`config.mk`:
```
export PLATFORM = sky130hd
export DESIGN_NAME = reference_clock_output_divider
export DESIGN_NICKNAME = d
export VERILOG_FILES = /design/src/ref_clock_pkg.sv /design/src/ref_divider_core.sv /design/src/reference_clock_output_divider.sv
export SDC_FILE = /design/constraint.sdc
export NUM_CORES = 1
export LEC_CHECK = 0
export BUFFER_PORTS_ARGS = -buffer_cell sky130_fd_sc_hd__buf_2
export CORE_UTILIZATION = 48
export CTS_CLUSTER_SIZE = 12
export DETAILED_ROUTE_END_ITERATION = 10
export PLACE_DENSITY = 0.76
export SLEW_MARGIN = 15
export SYNTH_ARGS = -nofsm -noshare
export SYNTH_HDL_FRONTEND = slang
export SYNTH_HIERARCHICAL = 1
export SYNTH_SLANG_ARGS = --single-unit
```
`constraint.sdc`:
```
create_clock -name core_clk_in -period 4.6 [get_ports core_clk_in]
set_clock_uncertainty 0.2 [all_clocks]
set_input_delay 0.92 -clock core_clk_in [delete_from_list [all_inputs] [get_ports core_clk_in]]
set_output_delay 0.92 -clock core_clk_in [all_outputs]
set_load 0.02 [all_outputs]
```
`src/ref_clock_pkg.sv`:
```
// Package of register layout, reset values and encodings for the reference clock block.
package ref_clock_pkg;

    // ------------------------------------------------------------
    // Register map
    // ------------------------------------------------------------
    localparam logic [3:0] ADDR_REFERENCE_CLOCK_CONTROL = 4'h0;
    localparam logic [3:0] ADDR_PIN_CONFIG              = 4'h4;
    localparam logic [3:0] ADDR_STATUS                  = 4'h8;

    // ------------------------------------------------------------
    // Control register fields
    // ------------------------------------------------------------
    localparam int         BIT_MODULE_ENABLE   = 7;
    localparam int         BIT_PIN_OE          = 6;
    localparam int         BIT_SLEW_LIMIT      = 5;
    localparam int         DUTY_HI             = 4;
    localparam int         DUTY_LO             = 3;
    localparam int         DIV_HI              = 2;
    localparam int         DIV_LO              = 0;
    localparam logic [7:0] CONTROL_RESET       = 8'h30;

    // ------------------------------------------------------------
    // Pin configuration register fields
    // ------------------------------------------------------------
    localparam int         BIT_CLOCKOUT_CONFIG = 0;
    localparam int         BIT_CRYSTAL_MODE    = 1;
    localparam logic [1:0] PIN_CONFIG_RESET    = 2'h1;

    // ------------------------------------------------------------
    // Encodings
    // ------------------------------------------------------------
    localparam logic [1:0] DUTY_0   = 2'h0;
    localparam logic [1:0] DUTY_25  = 2'h1;
    localparam logic [1:0] DUTY_50  = 2'h2;
    localparam logic [1:0] DUTY_75  = 2'h3;
    localparam logic [2:0] DIV_BASE = 3'h0;
    localparam logic [2:0] DIV_TWO  = 3'h1;
    localparam logic [1:0] FOSC4_LAST = 2'h3;
    localparam logic [1:0] RESP_OKAY   = 2'h0;
    localparam logic [1:0] RESP_SLVERR = 2'h2;

endpackage

```
`src/ref_divider_core.sv`:
```
// Divider and duty-cycle shaper that forms the reference clock on the system clock.
`timescale 1ns/1ps
`default_nettype none
module ref_divider_core
    import ref_clock_pkg::*;
(
    input  wire logic       core_clk_in,
    input  wire logic       rst_in,
    input  wire logic       enable_in,
    input  wire logic       run_in,
    input  wire logic [1:0] duty_in,
    input  wire logic [2:0] div_in,
    output var  logic       ref_clk_out
);

    logic [6:0] count_q;
    logic [7:0] period;
    logic [7:0] thresh;
    logic       high_d;

    // ------------------------------------------------------------
    // Threshold from duty selection
    // ------------------------------------------------------------
    function automatic logic [7:0] duty_threshold(input logic [1:0] duty,
                                                  input logic [7:0] per);
        logic [7:0] quarter;
        quarter = per >> 2;
        case (duty)
            DUTY_25: duty_threshold = quarter;
            DUTY_50: duty_threshold = quarter << 1;
            DUTY_75: duty_threshold = 8'(quarter * 8'h03);
            default: duty_threshold = 8'h00;
        endcase
    endfunction

    assign period = 8'h01 << div_in;
    assign thresh = duty_threshold(duty_in, period);

    // The counter freezes while run_in is low, which stands in for the stopped
    // system clock in sleep, so the output keeps its level.
    always_ff @(posedge core_clk_in)
    begin
        if (rst_in || !enable_in)
            count_q <= 7'h00;
        else if (run_in)
            count_q <= 7'(({1'b0, count_q} + 8'h01) & (period - 8'h01));
    end

    // With a divide of two the high time can only land on whole cycles,
    // so 25% and 75% come out as 50% here.
    always_comb
    begin
        if (duty_in == DUTY_0)
            high_d = 1'b0;
        else if (div_in == DIV_BASE)
            high_d = 1'b1;
        else if (div_in == DIV_TWO)
            high_d = (count_q[0] == 1'b0);
        else
            high_d = ({1'b0, count_q} < thresh);
    end

    always_ff @(posedge core_clk_in)
    begin
        if (rst_in || !enable_in)
            ref_clk_out <= 1'b0;
        else if (run_in)
            ref_clk_out <= high_d;
    end

endmodule
`default_nettype wire

```
`src/reference_clock_output_divider.sv`:
```
// Reference clock block: AXI4-Lite registers, pin routing and divider.
//
// Notes on behaviour
// - The block runs only while control bit 7 is set.
// - Divided clock reaches the pin only while control bit 6 is set.
// - Control bit 5 turns pin slew limiting on or off.
// - Bits 4-3 pick high time: 11=75%, 10=50%, 01=25%, 00=0%.
// - Bits 2-0 pick divide ratio 1,2,4,...,128.
// - Undivided output is held high except 0% forces low.
// - Divide by two gives 50% for the 25% and 75% settings.
// - The system clock is the base clock in every oscillator setup.
// - Any reset disables the block and restores control defaults.
// - A crystal mode claims the shared pin; reference clock stays off it.
// - Clock-out wins the pin and drives system clock divided by four.
// - Pin carries reference clock only when clock-out config bit is 1.
// - Pin conflicts never stop the block feeding the modulator.
// - The divided clock also feeds the internal data modulator.
// - In sleep the block stops and outputs hold their level.
`timescale 1ns/1ps
`default_nettype none
module reference_clock_output_divider
    import ref_clock_pkg::*;
(
    input  wire logic        core_clk_in,
    input  wire logic        rst_in,
    input  wire logic        sleep_in,
    input  wire logic        s_axi_awvalid,
    output var  logic        s_axi_awready,
    input  wire logic [3:0]  s_axi_awaddr,
    input  wire logic        s_axi_wvalid,
    output var  logic        s_axi_wready,
    input  wire logic [31:0] s_axi_wdata,
    input  wire logic [3:0]  s_axi_wstrb,
    output var  logic        s_axi_bvalid,
    input  wire logic        s_axi_bready,
    output var  logic [1:0]  s_axi_bresp,
    input  wire logic        s_axi_arvalid,
    output var  logic        s_axi_arready,
    input  wire logic [3:0]  s_axi_araddr,
    output var  logic        s_axi_rvalid,
    input  wire logic        s_axi_rready,
    output var  logic [31:0] s_axi_rdata,
    output var  logic [1:0]  s_axi_rresp,
    output var  logic        ref_clock_pin_out,
    output var  logic        ref_clock_pin_oe_out,
    output var  logic        ref_slew_limit_out,
    output var  logic        modulator_clk_out
);
    import ref_clock_pkg::*;

    logic [7:0]  control_q;
    logic [1:0]  pin_cfg_q;
    logic        aw_got_q;
    logic        w_got_q;
    logic [3:0]  aw_addr_q;
    logic [31:0] w_data_q;
    logic [3:0]  w_strb_q;
    logic [1:0]  fosc4_q;
    logic        ref_clk;
    logic        running;
    logic        pin_src_ref;
    logic        pin_d;
    logic        oe_d;

    // ------------------------------------------------------------
    // Write channel
    // ------------------------------------------------------------
    always_ff @(posedge core_clk_in)
    begin
        if (rst_in)
        begin
            aw_got_q  <= 1'b0;
            w_got_q   <= 1'b0;
            aw_addr_q <= 4'h0;
            w_data_q  <= 32'h0000_0000;
            w_strb_q  <= 4'h0;
        end
        else
        begin
            if (s_axi_awvalid && s_axi_awready)
            begin
                aw_got_q  <= 1'b1;
                aw_addr_q <= s_axi_awaddr;
            end
            if (s_axi_wvalid && s_axi_wready)
            begin
                w_got_q  <= 1'b1;
                w_data_q <= s_axi_wdata;
                w_strb_q <= s_axi_wstrb;
            end
            if (s_axi_bvalid && s_axi_bready)
            begin
                aw_got_q <= 1'b0;
                w_got_q  <= 1'b0;
            end
        end
    end

    always_ff @(posedge core_clk_in)
    begin
        if (rst_in)
        begin
            s_axi_awready <= 1'b0;
            s_axi_wready  <= 1'b0;
        end
        else
        begin
            s_axi_awready <= !aw_got_q && !(s_axi_awvalid && s_axi_awready)
                             && !s_axi_bvalid;
            s_axi_wready  <= !w_got_q && !(s_axi_wvalid && s_axi_wready)
                             && !s_axi_bvalid;
        end
    end

    always_ff @(posedge core_clk_in)
    begin
        if (rst_in)
        begin
            s_axi_bvalid <= 1'b0;
            s_axi_bresp  <= RESP_OKAY;
        end
        else if (s_axi_bvalid)
        begin
            if (s_axi_bready)
                s_axi_bvalid <= 1'b0;
        end
        else if (aw_got_q && w_got_q)
        begin
            s_axi_bvalid <= 1'b1;
            s_axi_bresp  <= (aw_addr_q == ADDR_STATUS
                             || aw_addr_q == ADDR_REFERENCE_CLOCK_CONTROL
                             || aw_addr_q == ADDR_PIN_CONFIG)
                            ? RESP_OKAY : RESP_SLVERR;
        end
    end

    // ------------------------------------------------------------
    // Register storage
    // ------------------------------------------------------------
    always_ff @(posedge core_clk_in)
    begin
        if (rst_in)
        begin
            control_q <= CONTROL_RESET;
            pin_cfg_q <= PIN_CONFIG_RESET;
        end
        else if (aw_got_q && w_got_q && !s_axi_bvalid && w_strb_q[0])
        begin
            if (aw_addr_q == ADDR_REFERENCE_CLOCK_CONTROL)
                control_q <= w_data_q[7:0];
            else if (aw_addr_q == ADDR_PIN_CONFIG)
                pin_cfg_q <= w_data_q[1:0];
        end
    end

    // ------------------------------------------------------------
    // Read channel
    // ------------------------------------------------------------
    always_ff @(posedge core_clk_in)
    begin
        if (rst_in)
        begin
            s_axi_arready <= 1'b0;
            s_axi_rvalid  <= 1'b0;
            s_axi_rdata   <= 32'h0000_0000;
            s_axi_rresp   <= RESP_OKAY;
        end
        else
        begin
            s_axi_arready <= !s_axi_rvalid && !(s_axi_arvalid && s_axi_arready);
            if (s_axi_rvalid && s_axi_rready)
                s_axi_rvalid <= 1'b0;
            else if (s_axi_arvalid && s_axi_arready)
            begin
                s_axi_rvalid <= 1'b1;
                s_axi_rresp  <= RESP_OKAY;
                case (s_axi_araddr)
                    ADDR_REFERENCE_CLOCK_CONTROL:
                        s_axi_rdata <= {24'h000000, control_q};
                    ADDR_PIN_CONFIG:
                        s_axi_rdata <= {30'h00000000, pin_cfg_q};
                    ADDR_STATUS:
                        s_axi_rdata <= {29'h00000000, ref_clock_pin_oe_out,
                                        pin_src_ref, ref_clk};
                    default:
                    begin
                        s_axi_rdata <= 32'h0000_0000;
                        s_axi_rresp <= RESP_SLVERR;
                    end
                endcase
            end
        end
    end

    // ------------------------------------------------------------
    // Divider
    // ------------------------------------------------------------
    // Sleep stands in for the halted system clock: the divider, clock-out counter and outputs hold; the bus and registers still run.
    assign running = !sleep_in;

    ref_divider_core u_core (
        .core_clk_in (core_clk_in),
        .rst_in      (rst_in),
        .enable_in   (control_q[BIT_MODULE_ENABLE]),
        .run_in      (running),
        .duty_in     (control_q[DUTY_HI:DUTY_LO]),
        .div_in      (control_q[DIV_HI:DIV_LO]),
        .ref_clk_out (ref_clk)
    );

    // ------------------------------------------------------------
    // Pin routing
    // ------------------------------------------------------------
    // Undivided mode cannot be delivered as a registered clock-rate toggle
    // here, so the shaped output is simply held high, the modulator gets
    // that level and pin level equals the shaped output.
    always_ff @(posedge core_clk_in)
    begin
        if (rst_in)
            fosc4_q <= 2'h0;
        else if (running)
            fosc4_q <= 2'(fosc4_q + 2'h1);
    end

    assign pin_src_ref = pin_cfg_q[BIT_CLOCKOUT_CONFIG];

    always_comb
    begin
        if (pin_cfg_q[BIT_CRYSTAL_MODE])
        begin
            pin_d = 1'b0;
            oe_d  = 1'b0;
        end
        else if (!pin_src_ref)
        begin
            pin_d = fosc4_q[1];
            oe_d  = 1'b1;
        end
        else
        begin
            pin_d = ref_clk;
            oe_d  = control_q[BIT_PIN_OE] && control_q[BIT_MODULE_ENABLE];
        end
    end

    always_ff @(posedge core_clk_in)
    begin
        if (rst_in)
        begin
            ref_clock_pin_out    <= 1'b0;
            ref_clock_pin_oe_out <= 1'b0;
            ref_slew_limit_out   <= CONTROL_RESET[BIT_SLEW_LIMIT];
            modulator_clk_out    <= 1'b0;
        end
        else if (running)
        begin
            ref_clock_pin_out    <= pin_d;
            ref_clock_pin_oe_out <= oe_d;
            ref_slew_limit_out   <= control_q[BIT_SLEW_LIMIT];
            modulator_clk_out    <= ref_clk;
        end
    end

endmodule
`default_nettype wire

```
### Word-level counts from Yosys, hierarchy flattened

Index checks and enable logic that the tools add are counted.

| operators by class | value |
|---|---|
| multiply operators | 1 |
| reduce and logical (&&, ||, !) cells | 36 |
| add/subtract/negate cells | 3 |
| shift operators | 1 |
| equal/unequal tests | 8 |
| order comparisons | 1 |
| multiplexer cells | 14 |
| divide/modulo/power cells | 0 |
| bitwise logic cells | 5 |

Operators by type and width:

| kind | count |
|---|---|
| $pmux W8 S3 | 2 |
| $logic_and A1 B1 Y1 | 14 |
| $mux W1 | 10 |
| $eq A4 B3 Y1 const B | 2 |
| $eq A4 B4 Y1 const B | 2 |
| $logic_not A1 Y1 | 8 |
| $logic_not A4 Y1 | 2 |
| $lt A7 B8 Y1 | 1 |
| $mul A6 B2 Y8 const B | 1 |
| $shl A1 B3 Y8 const A | 1 |
| $add A7 B1 Y7 const B | 1 |
| $and A7 B7 Y7 | 1 |
| $sub A7 B1 Y7 const B | 1 |
| $reduce_and A2 Y1 | 3 |
| $eq A2 B2 Y1 const B | 2 |
| $mux W2 | 2 |
| $not A1 Y1 | 4 |
| $reduce_or A2 Y1 | 2 |
| $eq A3 B1 Y1 const B | 1 |
| $logic_not A3 Y1 | 1 |
| $logic_or A1 B1 Y1 | 3 |
| $reduce_and A3 Y1 | 1 |
| $reduce_or A3 Y1 | 1 |
| $add A2 B1 Y2 const B | 1 |
| other kinds (2) | 2 |

| storage, ports and cells | value |
|---|---|
| output and inout port bits | 45 |
| RAM bits | 0 |
| memories kept | 0 |
| input bits | 52 |
| latch bits | 0 |
| ROM bits | 0 |
| bits in registers | 80 |
| word-level logic and storage cells | 91 |

### Longest topological paths before layout

Gate-level depths: netlist (run 1).

| depth | value |
|---|---|
| depth in word-level cells | 7 |
| gate-level depth with buffers | 16 |
| depth with buffers taken out | 15 |

### Cells and area by module

The synthesis (run 1) kept the hierarchy.

Modules (own cells, without submodules):

| module | times used | seq. area each (sq um) | area each (sq um) | cells each |
|---|---|---|---|---|
| reference_clock_output_divider | 1 | 920.9 | 2,005.7 | 235 |
| ref_divider_core | 1 | 160.2 | 1,029.7 | 133 |

### Worst setup path before layout (run 1)

Ideal clock, no wire load.

| path | value |
|---|---|
| kind | reg-to-reg |
| from | register control_q[2] |
| to | register u_core.ref_clk_out |
| setup time | 132 ps |
| slack | 1,495 ps |
| arrival time | 2,773 ps |
| period minus slack after synthesis | 3,105 ps |
| buffers on the path | 1 |
| required time | 4,268 ps |
| stages on the path, launching flop included | 15 |
| cell sequence | dfxtp_1 buf_4 nor3b_2 inv_1 ha_1 o2111ai_1 a21oi_1 o21ai_1 mux2_1 ha_1 nand3_1 a211oi_1 a2111oi_2 nor3_1 o32ai_1 |

| between the ends | value |
|---|---|
| word-level cells in the longest chain between the ends | 7 |
| elaborated cells between the ends (all ways) | 9 |
| classes of those cells | 1 x mul; 1 x order compare; 1 x eq/ne; 1 x shift; 4 x mux; 1 x reduce/logical |

Ends and longest elaborated chain:

| item | RTL line | RTL |
|---|---|---|
| start: declaration | reference_clock_output_divider.sv:51 | `logic [7:0] control_q;` |
| start signal: assignment | reference_clock_output_divider.sv:150 | `control_q <= w_data_q[7:0];` |
| $shl A1 B3 Y8 | ref_divider_core.sv:36 | `assign period = 8'h01 << div_in;` |
| $mul A6 B2 Y8 | ref_divider_core.sv:31 | `DUTY_75: duty_threshold = 8'(quarter * 8'h03);` |
| $pmux W8 S3 | ref_divider_core.sv:28 | `case (duty)` |
| $lt A7 B8 Y1 | ref_divider_core.sv:60 | `high_d = ({1'b0, count_q} < thresh);` |
| $mux W1 | ref_divider_core.sv:57 | `else if (div_in == DIV_TWO)` |
| $mux W1 (*) | ref_divider_core.sv:55 | `else if (div_in == DIV_BASE)` |
| $mux W1 (*) | ref_divider_core.sv:53 | `if (duty_in == DUTY_0)` |
| end signal: assignment | ref_divider_core.sv:68 | `ref_clk_out <= high_d;` |
| end: declaration | ref_divider_core.sv:13 | `output var logic ref_clk_out` |

Mark *: on every way between the ends. The rest lies on a longest branch, timed or not.
A chain may end at the register's enable or synchronous reset.

### Final worst setup path (run 1)

Ends and elaborated chain as after synthesis.

==> impl_metrics.json, run 1 <==
{
  "status": "complete, no violations",
  "criticalPathCategory": "flop to flop",
  "dp_hpwl_mm": 4.617,
  "p_int_w": 0.0006713,
  "synthXorXnorAreaFrac_pct": 2.597,
  "clk_pin_slew_ns": 0.10,
  "cts_hold_repair.buffers": 0,
  "areaGrowthSynthToFinish_pct": 7.914,
  "syn_avg_cell_area_um2": 8.248,
  "drive_gt1_share_pct": 15.33,
  "p_per_area_nw_per_um2": 274.6,
  "core_um2": 6026,
  "combPwrFrac_pct": 9.4,
  "cts_made_buffers": 5,
  "min_path_type": "flop to flop",
  "nFillCells": 589,
  "cts-root-buf": "clkbuf_8",
  "nets": 466,
  "synth_top_cell_area_share_pct": 35.61,
  "cts_setup_buffers": 0,
  "setup_viol": 0,
  "port_buffers": 43,
  "antenna_cells": 0,
  "synth_compound_area_share_pct": 16.08,
  "ys.flop_type": "dfxtp_1",
  "fin_crit_sh_pct": 79.47,
  "netSwitchingPower_w": 0.0002282,
  "muxShareOfSynthArea_pct": 3.421,
  "fin_util_pct": 54.36,
  "ys_types": 54,
  "synth_top_family_by_area": "simple AND/OR/NAND/NOR gates",
  "synth-simple-area-share_pct": 24.57,
  "place_congestion": 0.7730,
  "slew_headroom_pct": 34.02,
  "multi_input_area_um2": 1727,
  "start_util_pct": 50.37,
  "tightest_slew_ns": 0.9806,
  "syn_area_um2": 3035,
  "fp.dieH_um": 81.52,
  "antenna_found_initial": 0,
  "maxCapViolCount": 0,
  "timing.fmax_ghz": 0.2735,
  "cp-end-kind": "flop",
  "timing.setup.tns_ns": 0,
  "fin_area_um2": 3276,
  "cts_tree": "yes",
  "grt_use_total_pct": 19.50,
  "clock_latency_ns": 0.31,
  "required_ns": 4.60,
  "overflow": 0,
  "path_max_fanout": 12,
  "clock-sinks": 54,
  "ff_latch_area_um2": 1081,
  "synthAdderAreaFrac_pct": 7.007,
  "vdd_drop_max_mv": 0.1975,
  "p_seq_share_pct": 54.5,
  "rsz0062_at_grt": "no",
  "leakage_nw": 1.341,
  "drt_iter0_drc": 167,
  "hold_violations": 0,
  "grt_pass1_wl_mm": 10.05,
  "vias_per_cell": 5.368,
  "routed_wl_mm": 6.116,
  "htreeDepth": 2,
  "vias": 2539,
  "yosysWarnings": 6,
  "grt_pass1_vias": 2237,
  "start_kind": "flop",
  "grt_start_max_net_pins": 47,
  "arrival_ns": 3.65,
  "synth_area_leaders": "dfxtp_1 36%, ha_1 7.0%, buf_4 6.9%, nand2_1 6.6%, a21oi_1 5.1%",
  "ys_ff_latch": 54,
  "die_w_um": 81.52,
  "syn_inst": 368,
  "ios": 97,
  "wl_per_cell_um": 12.93,
  "num_rows": 28,
  "synth_edf_count": 0,
  "p_clk_share_pct": 36.1,
  "period_needed_ns": 3.656,
  "yosysTopAreaCell": "dfxtp_1",
  "drc": 0,
  "ant_nets": 0,
  "postSynth.asyncResetShare_pct": 0,
  "dpl_cell_area_um2": 3158,
  "ys_top_cells_by_count": "54 x dfxtp_1, 53 x nand2_1, 31 x a21oi_1",
  "cts_resized": 0,
  "final-max-slew-violation-count": 0,
  "yosysSeqAreaShare_pct": 35.61,
  "yosysMostFrequentCell": "dfxtp_1",
  "drtPass1Iterations": 4,
  "clk_path_buf_depth": 2,
  "swShare_pct": 25.37,
  "die_area_um2": 6646
}
through the flow:
step	power [W]	hold WS, ns	cells	worst slack, ns
2_1_floorplan	0.0005783	0.2263	393	1.495
3_3_place_gp	0.0005833	0.2465	465	1.079
3_5_place_dp	0.0005852	0.2525	465	0.9802
4_1_cts	0.0009050	0.2669	473	0.9582
5_1_grt	0.0009394	0.2902	473	0.5712
6_report	0.0008995	0.2674	473	0.9442
layout by cell type (no fill, tap or decap), types with 2 or more instances in the layout:
master    Yosys  final
a222oi_1      2      2
mux2i_1       7      7
o211ai_1      2      2
a31o_1        6      6
nand4_1       9      9
mux2_2        2      2
dfxtp_1      54     54
buf_2         2     43
xor2_1        4      4
nand3b_1      3      3
clkbuf_8      0      5
or3_1         2      2
a22oi_1       5      5
inv_1        10     10
xnor2_1       5      5
nor4_1        8      8
o32ai_1       3      3
nor3_1        8      8
conb_1        1     26
nand2_1      53     53
ha_1         17     17
a211oi_1      5      5
a21oi_1      31     31
nand2b_1     11     11
and2_1        2      2
nand3_1       8      8
nor2_1       24     24
nor3b_1       2      2
nor2b_1       5      5
o21ai_0      11     11
final cells by class:
| cell class | instances | share of cell area (%) |
|---|---|---|
| sequential | 54 | 33.00 |
| inverter | 11 | 1.261 |
| clock inverter | 3 | 1.490 |
| tap | 75 | 2.865 |
| clock buffer | 5 | 2.101 |
| multi-input combinational | 282 | 52.71 |
| timing repair buffer | 43 | 6.570 |
worst paths after layout:
kind,slack [ns],endpoint,cells past startpoint,start
min reg2reg,0.27,w_data_q[3],2,w_data_q[3]
min,0.27,w_data_q[3],2,w_data_q[3]
max,0.94,u_core/ref_clk_out,13,control_q[2]
max reg2reg,0.94,u_core/ref_clk_out,13,control_q[2]
critical path: stages (launching register included):
cell	delay (ns)
dfxtp_1	0.61
nor3b_2	0.41
inv_1	0.15
ha_1	0.34
a31oi_1	0.25
xor2_1	0.17
nand2_1	0.06
o21ai_0	0.11
a22oi_1	0.11
ha_1	0.31
a21o_1	0.19
a2111oi_2	0.37
nor3_1	0.10
o32ai_1	0.15
state kept, by name, indices dropped and copies added (netlist names), 2 cells and up:
signal / cells
w_data_q: 8
pin_cfg_q: 2
u_core/count_q: 7
fosc4_q: 2
s_axi_rdata: 8
control_q: 8
aw_addr_q: 4
layer usage:
| layer | track usage [%] | wire length (um) | up-vias |
|---|---|---|---|
| met1 | 24.34 | 2777 | 1169 |
| li1 | - | - | 1302 |
| met2 | 34.42 | 3076 | 57 |
| met3 | 2.778 | 185 | 11 |
| met4 | 5.893 | 76 | 0 |
| met5 | 0 | 0 | - |
power groups by stage:
stage,combinational [W],sequential (W),clock [W]
2_1_floorplan,0.0000749,0.000503,0
3_3_place_gp,0.0000833,0.000500,0
3_5_place_dp,0.0000844,0.000501,0
4_1_cts,0.0000846,0.000490,0.000330
5_1_grt,0.0000951,0.000492,0.000352
6_report,0.0000849,0.000490,0.000325
cell families (layout without fill, tap and decap cells):
family / after synthesis / after routing
buffers and inverters: 57 / 62
DFF: 54 / 54
muxes: 10 / 10
and+or+nand+nor: 145 / 145
other: 1 / 26
adders and majority gates: 17 / 17
xor gates and xnor gates: 9 / 9
AOI/OAI and AO/OA: 75 / 75
Power figures use the tool's default switching activity.
==> run 2: changes to the inputs <==
Settings changed: CORE_UTILIZATION 48 to 46.
Clock period 4.6 ns to 2.96 ns, I/O delays scaled along.
==> run 2 against run 1 <==
  * The run now ends with setup timing left
  * Total power grew 54%
  * Core utilization increased by 2.5 points
  * First-iteration DRC count down 32%
  * Maximum frequency up 19%
  * Clock-buffer cell count stayed put
  * Sequential power grew 55%
  * Flip-flop and latch count stayed put
  * Non-clock buffer count rose by 29
  * Register-to-register slack got worse by 1.0 ns
  * Hold slack got worse by 0.0068 ns
  * Combinational power up 61%
  * Sequential share of layout area down 2.7 points
  * Critical endpoint unchanged
  * Largest power group unchanged
==> impl_metrics.json, run 2 (same netlist as run 1, synthesis figures left out) <==
{
  "status": "finished, violations left",
  "violations": "setup timing",
  "routed_wl_mm": 6.928,
  "cp-end-kind": "flop",
  "drt_iter0_drc": 113,
  "fin_util_pct": 56.85,
  "core_um2": 6350,
  "drive_gt1_share_pct": 24.88,
  "vias_per_cell": 5.421,
  "grtUsageMet1_pct": 24.36,
  "cts_made_buffers": 5,
  "vdd_drop_max_mv": 0.2959,
  "p_clk_share_pct": 35.2,
  "die_w_um": 83.23,
  "ff_latch_area_um2": 1092,
  "hold_end": "w_data_q[4]",
  "grt_pass1_wl_mm": 11.75,
  "path_buf_inv": 1,
  "timing.fmax_ghz": 0.3267,
  "combPwrFrac_pct": 9.9,
  "p_int_w": 0.001034,
  "reg.largest.list": "control_q: 8 flops, s_axi_rdata: 8 flops, w_data_q: 8 flops",
  "place_congestion": 0.8891,
  "min_path_type": "flop to flop",
  "critical_path.cell_chain": "and3b_2, ha_4, buf_4, o2111ai_1, a21oi_1, o21ai_1, mux2_2, ha_4, nand3_2, a211oi_4, a2111oi_4, nor3_2, o32ai_1",
  "nFillCells": 581,
  "rsz0062_at_grt": "yes",
  "drtPass1Iterations": 4,
  "final-max-slew-violation-count": 0,
  "slowest_stage": "dfxtp_4",
  "antenna_cells": 0,
  "grtUsageMet2_pct": 37.26,
  "path_max_fanout": 7,
  "grt_busiest_layer": "met2",
  "fin_ws_ns": -0.1011,
  "reg2reg_from": "control_q[0]",
  "drc": 0,
  "path_delay_family": "compound AO/OA/AOI/OAI gates",
  "netSwitchingPower_w": 0.0003485,
  "fin_crit_sh_pct": 103.4,
  "fp.dieH_um": 83.23,
  "r2r_end": "u_core/ref_clk_out",
  "criticalPathCategory": "flop to flop",
  "overflow": 0,
  "required_ns": 2.94,
  "start_kind": "flop",
  "critPathMostFrequentCell": "ha_4",
  "grtUsageMet3_pct": 4.374,
  "nets": 495,
  "r2r_slack_ns": -0.10,
  "setup_viol": 1,
  "grt_pass1_vias": 2599,
  "cts-root-buf": "clkbuf_8",
  "worst_hold_startpoint": "w_data_q[4]",
  "crit_cells": 13,
  "startpoint": "control_q[0]",
  "dp_hpwl_mm": 4.973,
  "swShare_pct": 25.21,
  "p_per_area_nw_per_um2": 383.0,
  "cts_hold_repair.buffers": 0,
  "areaGrowthSynthToFinish_pct": 18.92,
  "die_area_um2": 6927,
  "max_stage_delay_ns": 0.44,
  "leakage_nw": 1.495,
  "holdPathStages": 2,
  "p_seq_share_pct": 54.9,
  "vias": 2727,
  "clk_path_buf_depth": 2,
  "htreeDepth": 2,
  "grt_start_max_net_pins": 22,
  "timing.hold.ws_ns": 0.2606,
  "cts_tree": "yes",
  "hold_violations": 0,
  "multi_input_area_um2": 1839,
  "layout_common_cells": "52 x nand2_1, 51 x dfxtp_1, 43 x buf_2",
  "layout_commonest_cell": "nand2_1",
  "ant_nets": 0,
  "port_buffers": 43,
  "clock-sinks": 54,
  "num_rows": 29,
  "ios": 97,
  "period_needed_ns": 3.061,
  "arrival_ns": 3.04,
  "clk_pin_slew_ns": 0.10,
  "ff2ff_path_depth": 13,
  "antenna_found_initial": 0,
  "maxCapViolCount": 0,
  "wl_per_cell_um": 13.77,
  "start_util_pct": 47.80,
  "grt_use_total_pct": 20.88,
  "clock_latency_ns": 0.31
}
-- run 2: changes by cell type in the layout (fill, tap and decap cells not counted), moves of 2 or more --
cell / previous run / this run
dfxtp_4: 0 / 3
ha_4: 0 / 3
nor2_1: 24 / 22
buf_4: 0 / 29
dfxtp_1: 54 / 51
ha_1: 17 / 13
-- run 2: worst max-delay path by stage --
stage	to	slack, ns
6_report	u_core/ref_clk_out	-0.10
5_1_grt	u_core/ref_clk_out	-0.24
3_5_place_dp	u_core/ref_clk_out	-0.24
3_3_place_gp	u_core/ref_clk_out	-0.13
4_1_cts	u_core/ref_clk_out	-0.07
2_1_floorplan	u_core/ref_clk_out	0.005
-- run 2: layout make-up --
cell class	count	area share (%)
multi-input cells	282	50.95
flip-flops and latches	54	30.26
repair buffers	72	11.99
well taps	77	2.669
clock buffers	5	1.906
inverters	11	1.144
clock inverters	2	1.075
-- run 2: per-stage QoR --
step / setup slack (ns) / std cells / setup TNS (ns) / total power [W] / cell area (um^2)
finish: -0.1011 / 503 / -0.1011 / 0.001382 / 3610
global route: -0.2376 / 503 / -0.2376 / 0.001442 / 3610
CTS: -0.06526 / 502 / -0.06526 / 0.001391 / 3565
detailed placement: -0.2398 / 493 / -0.2398 / 0.0009138 / 3400
global placement: -0.1347 / 493 / -0.1347 / 0.0009101 / 3400
floorplan: 0.005263 / 393 / 0 / 0.0008986 / 3182
-- run 2: tightest hold or removal path, stage by stage (launching register included) --
cell and delay [ns]:
dfxtp_1 0.32, nand2_1 0.05, a21oi_1 0.05
-- run 2: power groups by stage --
stage          clock, W  combinational (W)  sequential (W)
2_1_floorplan         0           0.000116        0.000782
3_3_place_gp          0           0.000133        0.000777
3_5_place_dp          0           0.000136        0.000778
4_1_cts        0.000496           0.000137        0.000758
5_1_grt        0.000528           0.000152        0.000762
6_report       0.000487           0.000137        0.000758
-- run 2: routing by layer --
layer  routed length (um)  part of all wire [%]
met5                    0                     0
met2                 3621                    52
met4                  109                   1.6
met1                 2940                    42
met3                  257                   3.7
-- run 2: timing repair --
item,4_1_cts,5_1_grt
endpoints found under the setup margin,1,1
endpoints found under the hold margin,0,0
resized for setup,11,6
buffers inserted,2,1
pin swaps,4,8
==> run 3: changes to the inputs <==
Settings changed: PLACE_DENSITY 0.76 to 0.77, SYNTH_HIERARCHICAL 1 to unset.
==> run 3 against run 2 <==
  * Non-clock buffer count decreased by 4
  * Largest cell class unchanged
  * Die area decreased by 3.9%
  * Core utilization increased by 0.63 points
  * Global-route usage decreased by 0.97 points
  * Sequential share of layout area increased by 1.1 points
  * First-iteration DRC count decreased by 30%
  * Hold slack got worse by 0.0022 ns
  * Final cell count decreased by 4.0%
  * Critical endpoint is now u_core.ref_clk_out
  * Clock-buffer cell count unchanged
  * Clock power decreased by 9.0%
  * The flow still finishes with violations (setup timing)
  * Sequential power about the same
  * Synthesized cell count decreased by 4.9%
==> impl_metrics.json, run 3 <==
{
  "yosysWarnings": 0,
  "ys_ff_latch": 54,
  "cts_hold_repair.buffers": 0,
  "r2r_end": "u_core.ref_clk_out",
  "dp_hpwl_mm": 4.435,
  "slew_headroom_pct": 44.04,
  "critPathMostFrequentCell": "buf_4",
  "leakage_nw": 1.484,
  "tightest_slew_ns": 0.8183,
  "synth_area_leaders": "dfxtp_1 37%, ha_1 7.3%, buf_4 6.7%, nand2_1 5.8%, nor2_1 5.0%",
  "core_um2": 6026,
  "hold_violations": 0,
  "yosysMostFrequentCell": "dfxtp_1",
  "vias_per_cell": 5.164,
  "fin_util_pct": 57.48,
  "rsz0062_at_grt": "yes",
  "htreeDepth": 2,
  "ant_nets": 0,
  "path_max_fanout": 5,
  "criticalPathCategory": "flop to flop",
  "grt_use_total_pct": 19.92,
  "vdd_drop_max_mv": 0.2414,
  "die_w_um": 81.59,
  "antenna_found_initial": 0,
  "fin_ws_ns": -0.1273,
  "yosysTopAreaCell": "dfxtp_1",
  "syn_area_um2": 2914,
  "place_congestion": 0.8428,
  "power_w": 0.001332,
  "grt_start_max_net_pins": 47,
  "critical_path.cell_chain": "buf_4, nand3b_1, buf_4, ha_4, a31oi_4, xor2_1, mux2i_1, nor2_1, a31oi_1, ha_1, a21o_1, a2111oi_4, a211oi_2, o22ai_1",
  "ff2ff_path_depth": 14,
  "drt_iter0_drc": 79,
  "start_kind": "flop",
  "postSynth.asyncResetShare_pct": 0,
  "clk_path_buf_depth": 2,
  "cts_tree": "yes",
  "arrival_ns": 3.13,
  "syn_avg_cell_area_um2": 8.326,
  "ios": 97,
  "ys.flop_type": "dfxtp_1",
  "final-max-slew-violation-count": 0,
  "areaGrowthSynthToFinish_pct": 18.85,
  "p_per_area_nw_per_um2": 384.6,
  "clock-sinks": 54,
  "routed_wl_mm": 6.078,
  "drc": 0,
  "vias": 2494,
  "reg.largest.list": "control_q: 8 flops, s_axi_rdata: 8 flops, w_data_q: 8 flops",
  "synth_top_cell_area_share_pct": 37.10,
  "grt_pass1_vias": 2408,
  "ys_types": 50,
  "nets": 476,
  "cp-end-kind": "flop",
  "yosysSeqAreaShare_pct": 37.10,
  "port_buffers": 43,
  "layout_common_cells": "52 x dfxtp_1, 44 x nand2_1, 43 x buf_2",
  "violations": "setup timing",
  "reg2reg_from": "control_q[1]",
  "overflow": 0,
  "maxCapViolCount": 0,
  "drive_gt1_share_pct": 23.53,
  "layout_commonest_cell": "dfxtp_1",
  "wl_per_cell_um": 12.58,
  "setup_viol": 1,
  "endpoint": "u_core.ref_clk_out",
  "min_path_type": "flop to flop",
  "clock_latency_ns": 0.31,
  "clk_pin_slew_ns": 0.11,
  "period_needed_ns": 3.087,
  "max_stage_delay_ns": 0.37,
  "cts-root-buf": "clkbuf_8",
  "r2r_slack_ns": -0.13,
  "cts_made_buffers": 5,
  "drtPass1Iterations": 4,
  "startpoint": "control_q[1]",
  "synth_edf_count": 0,
  "fp.dieH_um": 81.59,
  "die_area_um2": 6657,
  "antenna_cells": 0,
  "start_util_pct": 48.36,
  "syn_inst": 350,
  "grt_pass1_wl_mm": 10.44,
  "worst_hold_startpoint": "w_got_q",
  "status": "finished, violations left",
  "ys_top_cells_by_count": "54 x dfxtp_1, 45 x nand2_1, 39 x nor2_1",
  "timing.fmax_ghz": 0.3239,
  "required_ns": 3.00,
  "fin_crit_sh_pct": 104.3,
  "num_rows": 28,
  "slowest_stage": "dfxtp_4"
}
run 3: cell types whose count changed in the layout (fill, tap and decap cells not counted), sizes merged, moves of 5 or more:
cell    delta
a31o       -6
o21ai      -5
nor2      +16
nand2b    -10
nand2      -8
nand4      -9
nor4       -6
a21oi      -5
a22oi      +5
mux2i      +6
run 3: through the flow:
| stage | instances | area [um^2] | setup WS (ns) | TNS [ns] | hold WS [ns] |
|---|---|---|---|---|---|
| global placement | 473 | 3248 | -0.1654 | -0.1654 | 0.2439 |
| detailed placement | 473 | 3248 | -0.2515 | -0.2515 | 0.2445 |
| CTS | 483 | 3460 | -0.09219 | -0.09219 | 0.2654 |
| global route | 483 | 3463 | -0.2726 | -0.2726 | 0.2892 |
| floorplan | 375 | 3042 | 0.0006513 | 0 | 0.2180 |
| finish | 483 | 3463 | -0.1273 | -0.1273 | 0.2584 |
run 3: per-layer routing:
layer / vias to the layer above / GRT usage, % / wire length (um)
met4: 0 / 7.018 / 118
met2: 57 / 36.33 / 3035
met1: 1145 / 23.38 / 2762
met5: - / 0 / 0
met3: 13 / 3.222 / 162
li1: 1279 / - / -
run 3: power breakdown:
group | switching, W | internal, W
Clock | 0.000267 | 0.000176
Sequential | 0.0000149 | 0.000746
Combinational | 0.0000881 | 0.0000402
run 3: repair_timing:
| item | in CTS | in global routing |
|---|---|---|
| endpoints found under the setup margin | 1 | 1 |
| setup buffers | 2 | 0 |
| pin swaps | 7 | 1 |
| gates resized for setup | 15 | 2 |
run 3: how the worst min path moves through the flow:
stage,to,slack [ns],cells past startpoint
after floorplan,s_axi_wready,0.22,1
after global placement,s_axi_wready,0.24,1
after detailed placement,s_axi_wready,0.24,1
after CTS,s_axi_wready,0.27,1
after global routing,w_data_q[6],0.29,2
final,s_axi_wready,0.26,1
run 3: cell families after synthesis:
group	Yosys count	synth area share, %
other	1	0.1287
adder cells (fa/ha/maj)	17	7.299
flip-flops	54	37.10
XOR/XNOR	9	2.705
AND/OR/NAND/NOR	135	22.28
multiplexers	15	5.238
buffers and inverters	51	10.00
AO/OA/AOI/OAI	68	15.24
run 3: cell type report:
class / instances / area (um^2)
clock buffers: 5 / 68.82
well taps: 75 / 93.84
repair buffers: 68 / 410.4
clock inverters: 3 / 27.53
inverters: 8 / 30.03
multi-input cells: 270 / 1747
flip-flops and latches: 54 / 1086
fillers: 549 / 2562
run 3: worst max-delay path: cells and delay by family, from the launching register on:
| family | cells | cell delay (ns) |
|---|---|---|
| xor gates and xnor gates | 1 | 0.17 |
| AOI/OAI and AO/OA | 6 | 0.97 |
| adders and majority gates | 2 | 0.58 |
| buffers and inverters | 2 | 0.32 |
| muxes | 1 | 0.09 |
| and+or+nand+nor | 2 | 0.31 |
| DFF | 1 | 0.37 |
